File: src/pkg/rh_port_pkg.sv
// Shared constants and types for the root hub port status logic
package rh_port_pkg;

    // ----------------------------------------
    // Ports and register map
    // ----------------------------------------
    localparam int NUM_PORTS = 2;
    localparam logic [7:0] PORT_STATUS_BASE = 8'h54;
    localparam logic [7:0] PORT_STATUS_STRIDE = 8'h04;
    localparam logic [31:0] READ_UNMAPPED = 32'h0000_0000;

    // ----------------------------------------
    // Field positions in the port status word
    // ----------------------------------------
    localparam int BIT_ATTACHED = 0;
    localparam int BIT_SUSPEND = 2;
    localparam int BIT_OVERCURRENT = 3;
    localparam int BIT_RESET = 4;
    localparam int BIT_CONNECT_CHG = 16;
    localparam int BIT_SUSPEND_CHG = 18;
    localparam int BIT_RESET_CHG = 20;

    // ----------------------------------------
    // Timing
    // ----------------------------------------
    localparam int CLOCK_MHZ = 250;
    localparam int PORT_RESET_TIME_US = 10000;
    localparam int RESUME_TIME_US = 20000;
    localparam int PORT_RESET_CYCLES = PORT_RESET_TIME_US * CLOCK_MHZ;
    localparam int RESUME_CYCLES = RESUME_TIME_US * CLOCK_MHZ;
    localparam int COUNT_W = 32;
    localparam logic [COUNT_W-1:0] COUNT_ZERO = 32'h0000_0000;
    localparam logic [COUNT_W-1:0] COUNT_ONE = 32'h0000_0001;

    // ----------------------------------------
    // Port phase and state
    // ----------------------------------------
    typedef enum logic [1:0] {
        PH_IDLE = 2'b00,
        PH_RESETTING = 2'b01,
        PH_SUSPENDED = 2'b10,
        PH_RESUMING = 2'b11
    } port_phase_e;

    typedef struct packed {
        port_phase_e phase;
        logic [COUNT_W-1:0] count;
        logic reset_chg;
        logic suspend_chg;
        logic connect_chg;
        logic oc_flag;
        logic resume_pulse;
    } port_s;

    typedef struct packed {
        port_s [NUM_PORTS-1:0] ports;
    } hub_s;

    typedef struct packed {
        logic [31:0] rdata;
        logic rvalid;
    } regif_s;

    localparam port_s PORT_RESET_VALUE = '{
        phase: PH_IDLE,
        count: COUNT_ZERO,
        reset_chg: 1'b0,
        suspend_chg: 1'b0,
        connect_chg: 1'b0,
        oc_flag: 1'b0,
        resume_pulse: 1'b0
    };

    // Byte address of a port's status word
    function automatic logic [7:0] port_addr(input int idx);
        port_addr = PORT_STATUS_BASE + PORT_STATUS_STRIDE * idx[7:0];
    endfunction

endpackage

File: src/core/root_hub_port_status.sv
// Root hub port reset, suspend and overcurrent status for the downstream ports
//
// Overview of operation
// [RL1] Reset status reads 1 during reset signaling
// [RL2] Writing 1 to reset bit starts reset
// [RL3] Reset on detached port flags connect change
// [RL4] Overcurrent bit meaningful only in per-port mode
// [RL5] Overcurrent bit reads 0 without per-port mode
// [RL6] Overcurrent bit follows the port's overcurrent condition
// [RL7] Suspend status reads 1 while suspended or resuming
// [RL8] Suspend set by write, cleared ending resume
// [RL9] Suspend never set while port detached
// [RL10] Suspend cleared at reset end, controller resume; the code clears it when reset starts
// [RL11] Upstream resume from suspended port reaches controller
// [RL12] Writing 1 to suspend bit suspends port
// [RL13] Suspend on detached port flags connect change
// [RL14] Reset status clears as reset change sets
// [RL15] Attached bit reports device presence on port
// [RL16] Each port keeps its own status state
module root_hub_port_status
    import rh_port_pkg::*;
#(
    parameter int RESET_CYCLES = PORT_RESET_CYCLES,
    parameter int RESUME_LEN_CYCLES = RESUME_CYCLES
) (
    // Clock and reset
    input wire logic clock,
    input wire logic srst,
    // Register access
    input wire logic reg_wr,
    input wire logic reg_rd,
    input wire logic [7:0] reg_addr,
    input wire logic [31:0] reg_wdata,
    output logic [31:0] reg_rdata,
    output logic reg_rvalid,
    // Port conditions
    input wire logic [NUM_PORTS-1:0] device_attached,
    input wire logic [NUM_PORTS-1:0] overcurrent_in,
    input wire logic [NUM_PORTS-1:0] upstream_resume,
    // Controller side
    input wire logic controller_resume_state,
    input wire logic per_port_oc_mode,
    // Port control
    output logic [NUM_PORTS-1:0] port_reset_active,
    output logic [NUM_PORTS-1:0] port_suspended,
    output logic [NUM_PORTS-1:0] resume_to_controller
);

    localparam logic [COUNT_W-1:0] RESET_LOAD = COUNT_W'(RESET_CYCLES - 1);
    localparam logic [COUNT_W-1:0] RESUME_LOAD = COUNT_W'(RESUME_LEN_CYCLES - 1);

    hub_s st_r;
    hub_s st_nxt;
    logic [NUM_PORTS-1:0][31:0] status_word;
    logic [NUM_PORTS-1:0] write_hit;
    logic [NUM_PORTS-1:0] set_reset;
    logic [NUM_PORTS-1:0] set_suspend;

    // ----------------------------------------
    // Register access
    // ----------------------------------------
    port_reg_access u_reg (
        .clock(clock),
        .srst(srst),
        .reg_wr(reg_wr),
        .reg_rd(reg_rd),
        .reg_addr(reg_addr),
        .reg_wdata(reg_wdata),
        .reg_rdata(reg_rdata),
        .reg_rvalid(reg_rvalid),
        .status_word(status_word),
        .write_hit(write_hit)
    );

    function automatic logic is_suspended(input port_phase_e ph);
        is_suspended = (ph == PH_SUSPENDED) || (ph == PH_RESUMING);
    endfunction

    // ----------------------------------------
    // Status words
    // ----------------------------------------
    always_comb begin
        for (int i = 0; i < NUM_PORTS; i++) begin
            status_word[i] = '0;
            status_word[i][BIT_ATTACHED] = device_attached[i]; // [RL15]
            status_word[i][BIT_RESET] = (st_r.ports[i].phase == PH_RESETTING); // [RL1]
            status_word[i][BIT_SUSPEND] = is_suspended(st_r.ports[i].phase); // [RL7]
            status_word[i][BIT_OVERCURRENT] = st_r.ports[i].oc_flag;
            status_word[i][BIT_CONNECT_CHG] = st_r.ports[i].connect_chg;
            status_word[i][BIT_SUSPEND_CHG] = st_r.ports[i].suspend_chg;
            status_word[i][BIT_RESET_CHG] = st_r.ports[i].reset_chg;
        end
    end

    // ----------------------------------------
    // Port state
    // ----------------------------------------
    always_comb begin
        st_nxt = st_r;
        for (int i = 0; i < NUM_PORTS; i++) begin
            // Only a written 1 acts; zeros are ignored
            set_reset[i] = write_hit[i] && reg_wdata[BIT_RESET]; // [RL2]
            set_suspend[i] = write_hit[i] && reg_wdata[BIT_SUSPEND]; // [RL12]
            st_nxt.ports[i].resume_pulse = 1'b0;
            // Qualified by the mode so a stray sensor reads 0 when unsupported
            st_nxt.ports[i].oc_flag = per_port_oc_mode && overcurrent_in[i]; // [RL4] [RL5] [RL6]
            // Change flags clear first so any set below wins
            if (write_hit[i] && reg_wdata[BIT_CONNECT_CHG]) begin
                st_nxt.ports[i].connect_chg = 1'b0;
            end
            if (write_hit[i] && reg_wdata[BIT_SUSPEND_CHG]) begin
                st_nxt.ports[i].suspend_chg = 1'b0;
            end
            if (write_hit[i] && reg_wdata[BIT_RESET_CHG]) begin
                st_nxt.ports[i].reset_chg = 1'b0;
            end
            case (st_r.ports[i].phase)
                PH_RESETTING: begin
                    if (st_r.ports[i].count == COUNT_ZERO) begin
                        st_nxt.ports[i].phase = PH_IDLE; // [RL14] [RL10]
                        st_nxt.ports[i].reset_chg = 1'b1; // [RL14]
                    end else begin
                        st_nxt.ports[i].count = st_r.ports[i].count - COUNT_ONE;
                    end
                end
                PH_SUSPENDED: begin
                    if (upstream_resume[i]) begin
                        st_nxt.ports[i].phase = PH_RESUMING;
                        st_nxt.ports[i].count = RESUME_LOAD;
                        st_nxt.ports[i].resume_pulse = 1'b1; // [RL11]
                    end
                end
                PH_RESUMING: begin
                    if (st_r.ports[i].count == COUNT_ZERO) begin
                        st_nxt.ports[i].phase = PH_IDLE; // [RL8]
                        st_nxt.ports[i].suspend_chg = 1'b1; // [RL8]
                    end else begin
                        st_nxt.ports[i].count = st_r.ports[i].count - COUNT_ONE;
                    end
                end
                default: begin
                end
            endcase
            if (set_reset[i]) begin
                if (device_attached[i]) begin
                    // A repeated request restarts the full reset interval
                    st_nxt.ports[i].phase = PH_RESETTING; // [RL2]
                    st_nxt.ports[i].count = RESET_LOAD;
                end else begin
                    st_nxt.ports[i].connect_chg = 1'b1; // [RL3]
                end
            end else if (set_suspend[i]) begin
                if (!device_attached[i]) begin
                    st_nxt.ports[i].connect_chg = 1'b1; // [RL13]
                end else if (st_nxt.ports[i].phase == PH_IDLE) begin
                    st_nxt.ports[i].phase = PH_SUSPENDED; // [RL12] [RL8] [RL9]
                end
            end
            if (controller_resume_state && is_suspended(st_nxt.ports[i].phase)) begin
                st_nxt.ports[i].phase = PH_IDLE; // [RL10]
            end
            // Losing the device ends any signaling; no change flag of ours is raised
            if (!device_attached[i]) begin
                st_nxt.ports[i].phase = PH_IDLE; // [RL9]
            end
        end
    end

    always_ff @(posedge clock) begin
        if (srst) begin
            st_r <= '{ports: {NUM_PORTS{PORT_RESET_VALUE}}};
        end else begin
            st_r <= st_nxt;
        end
    end

    // ----------------------------------------
    // Outputs
    // ----------------------------------------
    always_comb begin
        for (int i = 0; i < NUM_PORTS; i++) begin
            port_reset_active[i] = (st_r.ports[i].phase == PH_RESETTING);
            port_suspended[i] = st_r.ports[i].phase[1];
            resume_to_controller[i] = st_r.ports[i].resume_pulse; // [RL11]
        end
    end

    // Each port is checked on its own state alone
    for (genvar g = 0; g < NUM_PORTS; g++) begin : g_chk // [RL16]

    end
endmodule

File: src/core/port_reg_access.sv
// Register access decode and registered read data for the port status words
module port_reg_access
    import rh_port_pkg::*;
(
    // Clock and reset
    input wire logic clock,
    input wire logic srst,
    // Register access
    input wire logic reg_wr,
    input wire logic reg_rd,
    input wire logic [7:0] reg_addr,
    input wire logic [31:0] reg_wdata,
    output logic [31:0] reg_rdata,
    output logic reg_rvalid,
    // Port side
    input wire logic [NUM_PORTS-1:0][31:0] status_word,
    output logic [NUM_PORTS-1:0] write_hit
);

    regif_s st_r;
    regif_s st_nxt;

    // ----------------------------------------
    // Decode
    // ----------------------------------------
    always_comb begin
        st_nxt = st_r;
        st_nxt.rvalid = reg_rd;
        st_nxt.rdata = READ_UNMAPPED;
        write_hit = '0;
        for (int i = 0; i < NUM_PORTS; i++) begin
            if (reg_addr == port_addr(i)) begin
                write_hit[i] = reg_wr;
                if (reg_rd) begin
                    st_nxt.rdata = status_word[i];
                end
            end
        end
        if (!reg_rd) begin
            st_nxt.rdata = st_r.rdata;
        end
    end

    always_ff @(posedge clock) begin
        if (srst) begin
            st_r <= '{rdata: READ_UNMAPPED, rvalid: 1'b0};
        end else begin
            st_r <= st_nxt;
        end
    end

    assign reg_rdata = st_r.rdata;
    assign reg_rvalid = st_r.rvalid;
endmodule

File: config.mk
export PLATFORM = sky130hd
export DESIGN_NAME = root_hub_port_status
export DESIGN_NICKNAME = d
export VERILOG_FILES = /design/src/pkg/rh_port_pkg.sv /design/src/core/root_hub_port_status.sv /design/src/core/port_reg_access.sv
export SDC_FILE = /design/constraint.sdc
export NUM_CORES = 1
export LEC_CHECK = 0
export ABC_AREA = 1
export BUFFER_PORTS_ARGS = -buffer_cell sky130_fd_sc_hd__buf_2
export CAP_MARGIN = 15
export CORE_ASPECT_RATIO = 1.4
export CORE_MARGIN = 2
export CORE_UTILIZATION = 40
export DETAILED_ROUTE_END_ITERATION = 12
export PLACE_DENSITY = 0.64
export RECOVER_POWER = 50
export SLEW_MARGIN = 20
export SYNTH_ARGS = -nofsm -noshare
export SYNTH_HDL_FRONTEND = slang
export SYNTH_HIERARCHICAL = 1
export SYNTH_SLANG_ARGS = --single-unit
File: constraint.sdc
create_clock -name clock -period 2.75 [get_ports clock]
set_input_delay 0.4125 -clock clock [delete_from_list [all_inputs] [get_ports clock]]
set_output_delay 0.4125 -clock clock [all_outputs]
set_load 0.1 [all_outputs]
==> impl_metrics.py, run 1 <==
metrics = {
    "run_status": {
        "status": "finished, violations left",
        "violations": "max-capacitance violations, max-slew violations",
    },
    "floorplanning": {
        "start_util": 0.4062,
        "fp.dieArea_um2": 19310,
        "die_h_um": 163.6,
        "num_rows": 58,
        "io_pins": 91,
        "core-area_um2": 17920,
        "die_w_um": 118.0,
    },
    "logic_synthesis": {
        "synth_area_per_cell_um2": 6.530,
        "ys.warnings.count": 6,
        "ys_seq_elements": 111,
        "ys_top_cells_by_area": "dfxtp_1, nor2_1, nand3_1",
        "synthFlopType": "dfxtp_1",
        "yosysSeqAreaShare": 0.3052,
        "synth_edf_count": 0,
        "synth_area_um2": 7281,
        "yosys.area.top_type": "dfxtp_1",
        "synth_top_area_share": 0.3052,
        "async_reset_ff_frac": 0,
        "netlist_instances": 1115,
        "synthDistinctLibCells": 40,
    },
    "routing": {
        "vias": 6956,
        "first_pass_iters": 5,
        "route.detailed.wl_per_inst_um": 12.99,
        "drc": 0,
        "drt_wl_total_um": 18760,
        "vias_per_cell": 4.817,
        "ant_nets": 0,
        "drtIter0Drc": 387,
    },
    "global_routing": {
        "grt_usage": 0.1988,
        "grt_pass1_wl_um": 31290,
        "antenna_found_initial": 4,
        "grt_pass1_vias": 6593,
        "grt_max_degree": 69,
        "grt_overflow_total": 0,
    },
    "timing": {
        "period_needed_ns": 2.347,
        "finClkSkew_ns": 0.008059,
        "rsz0062_at_grt": "false",
        "slew_viol_final": 69,
        "worst_pin_slew_ns": 1.510,
        "fin_crit_sh": 0.8533,
        "max_slew_margin": -0.006472,
        "finalSetupViolCount": 0,
        "hold_viol": 0,
        "finalSetupTns_ns": 0,
        "fmax_mhz": 426.1,
    },
    "setup_path": {
        "cp_max_fo": 13,
        "end_kind": "primary output",
        "critPathTopFamily": "flip-flops",
        "cp-start-kind": "flop",
        "max_stage_delay_ns": 0.66,
        "cp_cell_sequence": "inv_1 > nor2_1 > buf_12",
        "cp.arrival_ns": 1.93,
        "crit_buf_inv": 2,
        "criticalPathCategory": "reg2out",
        "cp_slowest_cell": "dfxtp_1",
        "required_ns": 2.34,
    },
    "layout": {
        "layout-drive-gt1-share": 0.1391,
        "syn_to_final_growth_pct": 10.67,
        "nNetsFinal": 1253,
    },
    "clock_tree": {
        "cts-root-buf": "clkbuf_16",
        "cts-htree-levels": 3,
        "path_clk_slew_ns": 0.08,
        "cts_made_buffers": 9,
        "insertion_delay_ns": 0.36,
        "ctsResizeCount": 0,
        "cts.sink_count": 111,
        "post_cts_buffers": 0,
        "cts_buffer_depth": 2,
        "postCtsHoldBufs": 0,
        "cts_tree": "done",
    },
    "placement": {
        "hpwl_um": 13700,
        "portBuffers": 63,
        "place.gp.congestion": 0.9201,
    },
    "flow_run": {
        "max_cap_viol_count": 1,
    },
    "hold_path": {
        "min_path_type": "in2reg",
    },
    "power_and_ir_drop": {
        "power_mw": 3.380,
        "vdd_ir_drop_max_uv": 253.4,
        "power_density_nw_per_um2": 419.4,
        "p_leak_nw": 3.844,
    },
}
worst min-delay path, stage by stage:
cell,delay (ns)
buf_2,0.09
nand2_1,0.04
nor2_1,0.03
registers in the layout, summed over array words and instances (netlist names):
name and flops:
u_reg/reg_rvalid 1, st_r 74, resume_to_controller 2, port_suspended 2
u_reg/reg_rdata 32
layout make-up:
class | instances | area (µm²)
multi-input combinational | 847 | 4273
clock inverter | 5 | 60.06
fill | 1943 | 9867
sequential | 111 | 2222
antenna | 3 | 7.507
tap | 240 | 300.3
clock buffer | 10 | 229.0
timing repair buffer | 75 | 389.1
inverter | 153 | 576.8
layer usage:
layer,routed length (µm),GRT usage
met5,13,0
met4,625,0.09419
met3,583,0.02689
met2,9590,0.3676
met1,7946,0.2246
cells in the mapped netlist (2+ instances only):
cell / instances
buf_1: 2
nor3b_1: 2
a21oi_1: 32
nand3_2: 35
o21ai_0: 50
nand4_1: 19
inv_1: 139
ha_1: 4
buf_4: 8
nand2_4: 4
xor2_1: 11
a31oi_1: 12
dfxtp_1: 111
xnor2_1: 10
inv_2: 12
buf_12: 5
clkbuf_1: 14
nor2_8: 3
nor2_2: 22
nand2_1: 184
a41oi_1: 2
nor3_1: 9
nor2_1: 202
buf_6: 7
nand2_2: 18
or2_2: 2
nand3_1: 150
o21ai_1: 7
nor2_4: 13
buf_2: 16
logic make-up (layout without fill, tap and decap cells):
family / after synthesis / count (layout) / share of synthesized area
other cells: 1 / 53 / 0.0005151
simple gates: 665 / 665 / 0.4489
buf+inv: 206 / 243 / 0.1332
xor+xnor: 21 / 21 / 0.02526
fa+ha+maj: 4 / 4 / 0.006874
flops: 111 / 111 / 0.3052
compound gates: 107 / 107 / 0.08008
power by group:
group | switching (mW) | internal [mW]
Sequential | 0.0127 | 1.63
Clock | 0.635 | 0.705
Combinational | 0.323 | 0.0727
placed cells by master (no fill, tap or decap), types with 2 or more instances in the layout:
cell type / instances
nor2_1: 202
conb_1: 50
diode_2: 3
nor3b_1: 2
buf_2: 26
nor2_4: 13
nand2_2: 18
nand4_1: 19
a31oi_1: 12
clkinv_4: 2
nand3_2: 35
buf_4: 11
nor2_8: 3
inv_1: 139
clkbuf_16: 9
clkbuf_1: 36
buf_12: 2
xnor2_1: 10
ha_1: 4
o21ai_0: 50
dfxtp_1: 111
o21ai_1: 7
nor3_1: 9
inv_2: 12
or2_2: 2
nand2_4: 4
a21oi_1: 32
xor2_1: 11
nand2_1: 184
a41oi_1: 2
nor2_2: 22
nand3_1: 150
per-stage QoR:
step           cell area [µm²]  hold slack (ns)  cells  setup slack (ns)  utilization
6_report                  8058           0.2564   1444            0.4033       0.4495
5_1_grt                   8053           0.2690   1442            0.3194       0.4493
4_1_cts                   8097           0.2511   1441            0.4120       0.4517
3_5_place_dp              7807           0.4602   1426            0.4336       0.4356
3_3_place_gp              7807           0.4552   1426            0.4538       0.4356
2_1_floorplan             7465           0.4431   1164            0.6409            -
worst paths after layout:
kind | startpoint | end | slack, ns | depth (start not counted)
worst min-delay path | overcurrent_in[0] | st_r[1]$_SDFF_PP0_ | 0.26 | 3
worst max register to register | st_r[55]$_SDFF_PP0_ | st_r[57]$_SDFF_PP0_ | 0.81 | 8
worst max-delay path | st_r[76]$_SDFF_PP0_ | port_reset_active[1] | 0.40 | 3
worst min register to register | st_r[34]$_SDFF_PP0_ | st_r[34]$_SDFF_PP0_ | 0.47 | 2
(Power assumes the default switching activity.)
==> run 2, diff against run 1 <==
--- a/config.mk
+++ b/config.mk
@@ -5,14 +5,13 @@
 export SDC_FILE = /design/constraint.sdc
 export NUM_CORES = 1
 export LEC_CHECK = 0
-export ABC_AREA = 1
 export BUFFER_PORTS_ARGS = -buffer_cell sky130_fd_sc_hd__buf_2
 export CAP_MARGIN = 15
 export CORE_ASPECT_RATIO = 1.4
 export CORE_MARGIN = 2
 export CORE_UTILIZATION = 40
 export DETAILED_ROUTE_END_ITERATION = 12
-export PLACE_DENSITY = 0.64
+export PLACE_DENSITY = 0.65
 export RECOVER_POWER = 50
 export SLEW_MARGIN = 20
 export SYNTH_ARGS = -nofsm -noshare
==> run 2 against run 1 <==
Setup slack got worse by 0.091 ns. Via count decreased by 15%. Area after synthesis decreased by 18%. Highest routed layer unchanged. Synthesized cell count decreased by 36%. Worst hold slack improved by 0.018 ns. Critical endpoint is now st_r[34]$_SDFF_PP0_. Clock-buffer cell count unchanged. The flow now finishes without violations. Critical path type is now reg2reg. Combinational power decreased by 57%. Critical path depth increased by 2. Maximum frequency decreased by 3.7%. Global-route usage increased by 1.0 points.
==> impl_metrics.py, run 2 <==
metrics = {
    "power_and_ir_drop": {
        "p_int_mw": 2.315,
        "seqPwrFrac": 0.525,
        "vdd_ir_drop_max_uv": 239.0,
        "power_density_nw_per_um2": 439.7,
        "clkPwrFrac": 0.420,
        "p_comb_frac": 0.055,
        "switchingPower_uw": 750.7,
        "p_leak_nw": 2.604,
        "swShare": 0.2449,
    },
    "clock_tree": {
        "cts_tree": "done",
        "cts_made_buffers": 9,
        "cts-htree-levels": 3,
        "cts-root-buf": "clkbuf_16",
        "post_cts_buffers": 0,
        "cts_buffer_depth": 2,
        "path_clk_slew_ns": 0.08,
        "insertion_delay_ns": 0.36,
        "ctsResizeCount": 0,
        "postCtsHoldBufs": 0,
        "cts.sink_count": 111,
    },
    "logic_synthesis": {
        "synth_area_per_cell_um2": 8.338,
        "netlist_instances": 718,
        "ys_top_cells_by_area": "dfxtp_1, o32ai_1, a22oi_1",
        "ys.warnings.count": 6,
        "yosys.cell_count.top_type": "dfxtp_1",
        "synth_top_area_share": 0.3712,
        "yosysSeqAreaShare": 0.3712,
        "async_reset_ff_frac": 0,
        "synth_area_um2": 5987,
        "synthDistinctLibCells": 69,
        "synthFlopType": "dfxtp_1",
        "synth_edf_count": 0,
        "yosys.area.top_type": "dfxtp_1",
        "ys_seq_elements": 111,
        "synth_commonest_cells": "dfxtp_1, nand2_1, nor2_1",
    },
    "placement": {
        "portBuffers": 63,
        "place.gp.congestion": 0.8545,
        "hpwl_um": 11560,
    },
    "timing": {
        "hold_viol": 0,
        "fmax_mhz": 410.2,
        "finClkSkew_ns": 0.009496,
        "fin_crit_sh": 0.8865,
        "slew_viol_final": 0,
        "period_needed_ns": 2.438,
        "max_slew_margin": 0.1926,
        "finalSetupTns_ns": 0,
        "finalSetupViolCount": 0,
        "rsz0062_at_grt": "false",
        "worst_pin_slew_ns": 1.216,
    },
    "layout": {
        "final_util": 0.4783,
        "final_common_cell": "dfxtp_1",
        "regMostFlops": "st_r",
        "layout-drive-gt1-share": 0.1114,
        "final_cell_mix": "dfxtp_1, nand2_1, conb_1, nor2_1, clkbuf_1",
        "nNetsFinal": 877,
        "largest_reg_flops": 74,
        "syn_to_final_growth_pct": 16.43,
    },
    "routing": {
        "route.detailed.wl_per_inst_um": 16.38,
        "drc": 0,
        "drtIter0Drc": 447,
        "first_pass_iters": 5,
        "ant_nets": 0,
        "vias_per_cell": 5.831,
        "vias": 5924,
        "drt_wl_total_um": 16640,
    },
    "global_routing": {
        "grt_max_degree": 33,
        "grt_usage": 0.2092,
        "grt_overflow_total": 0,
        "antenna_found_initial": 2,
        "grt_pass1_vias": 5353,
        "grt_pass1_wl_um": 27250,
    },
    "floorplanning": {
        "start_util": 0.4108,
        "num_rows": 52,
        "io_pins": 91,
        "fp.dieArea_um2": 15980,
        "core-area_um2": 14570,
        "die_h_um": 148.8,
        "die_w_um": 107.4,
    },
    "run_status": {
        "status": "finished clean",
    },
    "setup_path": {
        "cp.arrival_ns": 2.73,
        "criticalPathCategory": "reg2reg",
        "cp_max_fo": 6,
        "cp-start-kind": "flop",
        "required_ns": 3.04,
        "end_kind": "flop",
    },
    "flow_run": {
        "max_cap_viol_count": 0,
    },
    "hold_path": {
        "min_path_type": "in2reg",
    },
}
## run 2: cell families (layout without fill, tap and decap cells)
group | count (synthesis) | in the layout | share of synthesized area
DFF | 111 | 111 | 0.3712
AOI/OAI and AO/OA | 192 | 192 | 0.2393
other | 1 | 51 | 0.0006264
xor gates and xnor gates | 5 | 5 | 0.007314
and+or+nand+nor | 291 | 291 | 0.2736
adders and majority gates | 4 | 4 | 0.008360
buffers and inverters | 99 | 158 | 0.07419
muxes | 15 | 15 | 0.02550
## run 2: through the flow
| step | area [µm²] | hold WS [ns] | cells | total power [mW] | worst slack, ns |
|---|---|---|---|---|---|
| final | 6970 | 0.2744 | 1016 | 3.065 | 0.3123 |
| after CTS | 7023 | 0.2683 | 1015 | 3.088 | 0.3481 |
| after global placement | 6734 | 0.4498 | 999 | 1.814 | 0.1589 |
| after global routing | 6968 | 0.2685 | 1015 | 3.194 | 0.1479 |
| after detailed placement | 6734 | 0.4563 | 999 | 1.814 | 0.1538 |
| after floorplan | 6171 | 0.4316 | 767 | 1.754 | 0.3924 |
## run 2: worst paths after layout
| path | startpoint | endpoint | slack, ns | cells after the start |
|---|---|---|---|---|
| max | st_r[21]$_SDFF_PP0_ | st_r[34]$_SDFF_PP0_ | 0.31 | 5 |
| min | controller_resume_state | port_suspended[0]$_SDFF_PP0_ | 0.27 | 2 |
| min reg2reg | st_r[4]$_SDFF_PP0_ | st_r[4]$_SDFF_PP0_ | 0.46 | 2 |
| max reg2reg | st_r[21]$_SDFF_PP0_ | st_r[34]$_SDFF_PP0_ | 0.31 | 5 |
## run 2: layout make-up
type | count | area [µm²]
well taps | 189 | 236.5
flip-flops and latches | 111 | 2222
repair buffers | 100 | 553.0
diodes | 1 | 2.502
clock inverters | 6 | 50.05
fillers | 1431 | 7604
multi-input cells | 557 | 3510
clock buffers | 10 | 239.0
inverters | 42 | 157.7
## run 2: power by group through the flow
| stage | clock network, mW | registers [mW] | logic [mW] |
|---|---|---|---|
| 2_1_floorplan | 0 | 1.66 | 0.0968 |
| 4_1_cts | 1.31 | 1.61 | 0.167 |
| 5_1_grt | 1.40 | 1.61 | 0.187 |
| 6_report | 1.29 | 1.61 | 0.169 |
| 3_3_place_gp | 0 | 1.65 | 0.167 |
| 3_5_place_dp | 0 | 1.65 | 0.167 |
## run 2: worst max-delay path, stage by stage (launching register included)
cell,delay [ns]
dfxtp_1,0.35
nor4_1,0.56
nand2_1,0.26
or4_1,0.66
nor4_1,0.31
mux2i_1,0.23
## run 2: per-layer routing
layer | up-vias | global-route usage | wire [µm]
li1 | 2911 | - | -
met1 | 2795 | 0.2749 | 7524
met2 | 182 | 0.3411 | 7773
met3 | 34 | 0.04369 | 946
met4 | 2 | 0.07115 | 382
met5 | - | 0 | 13
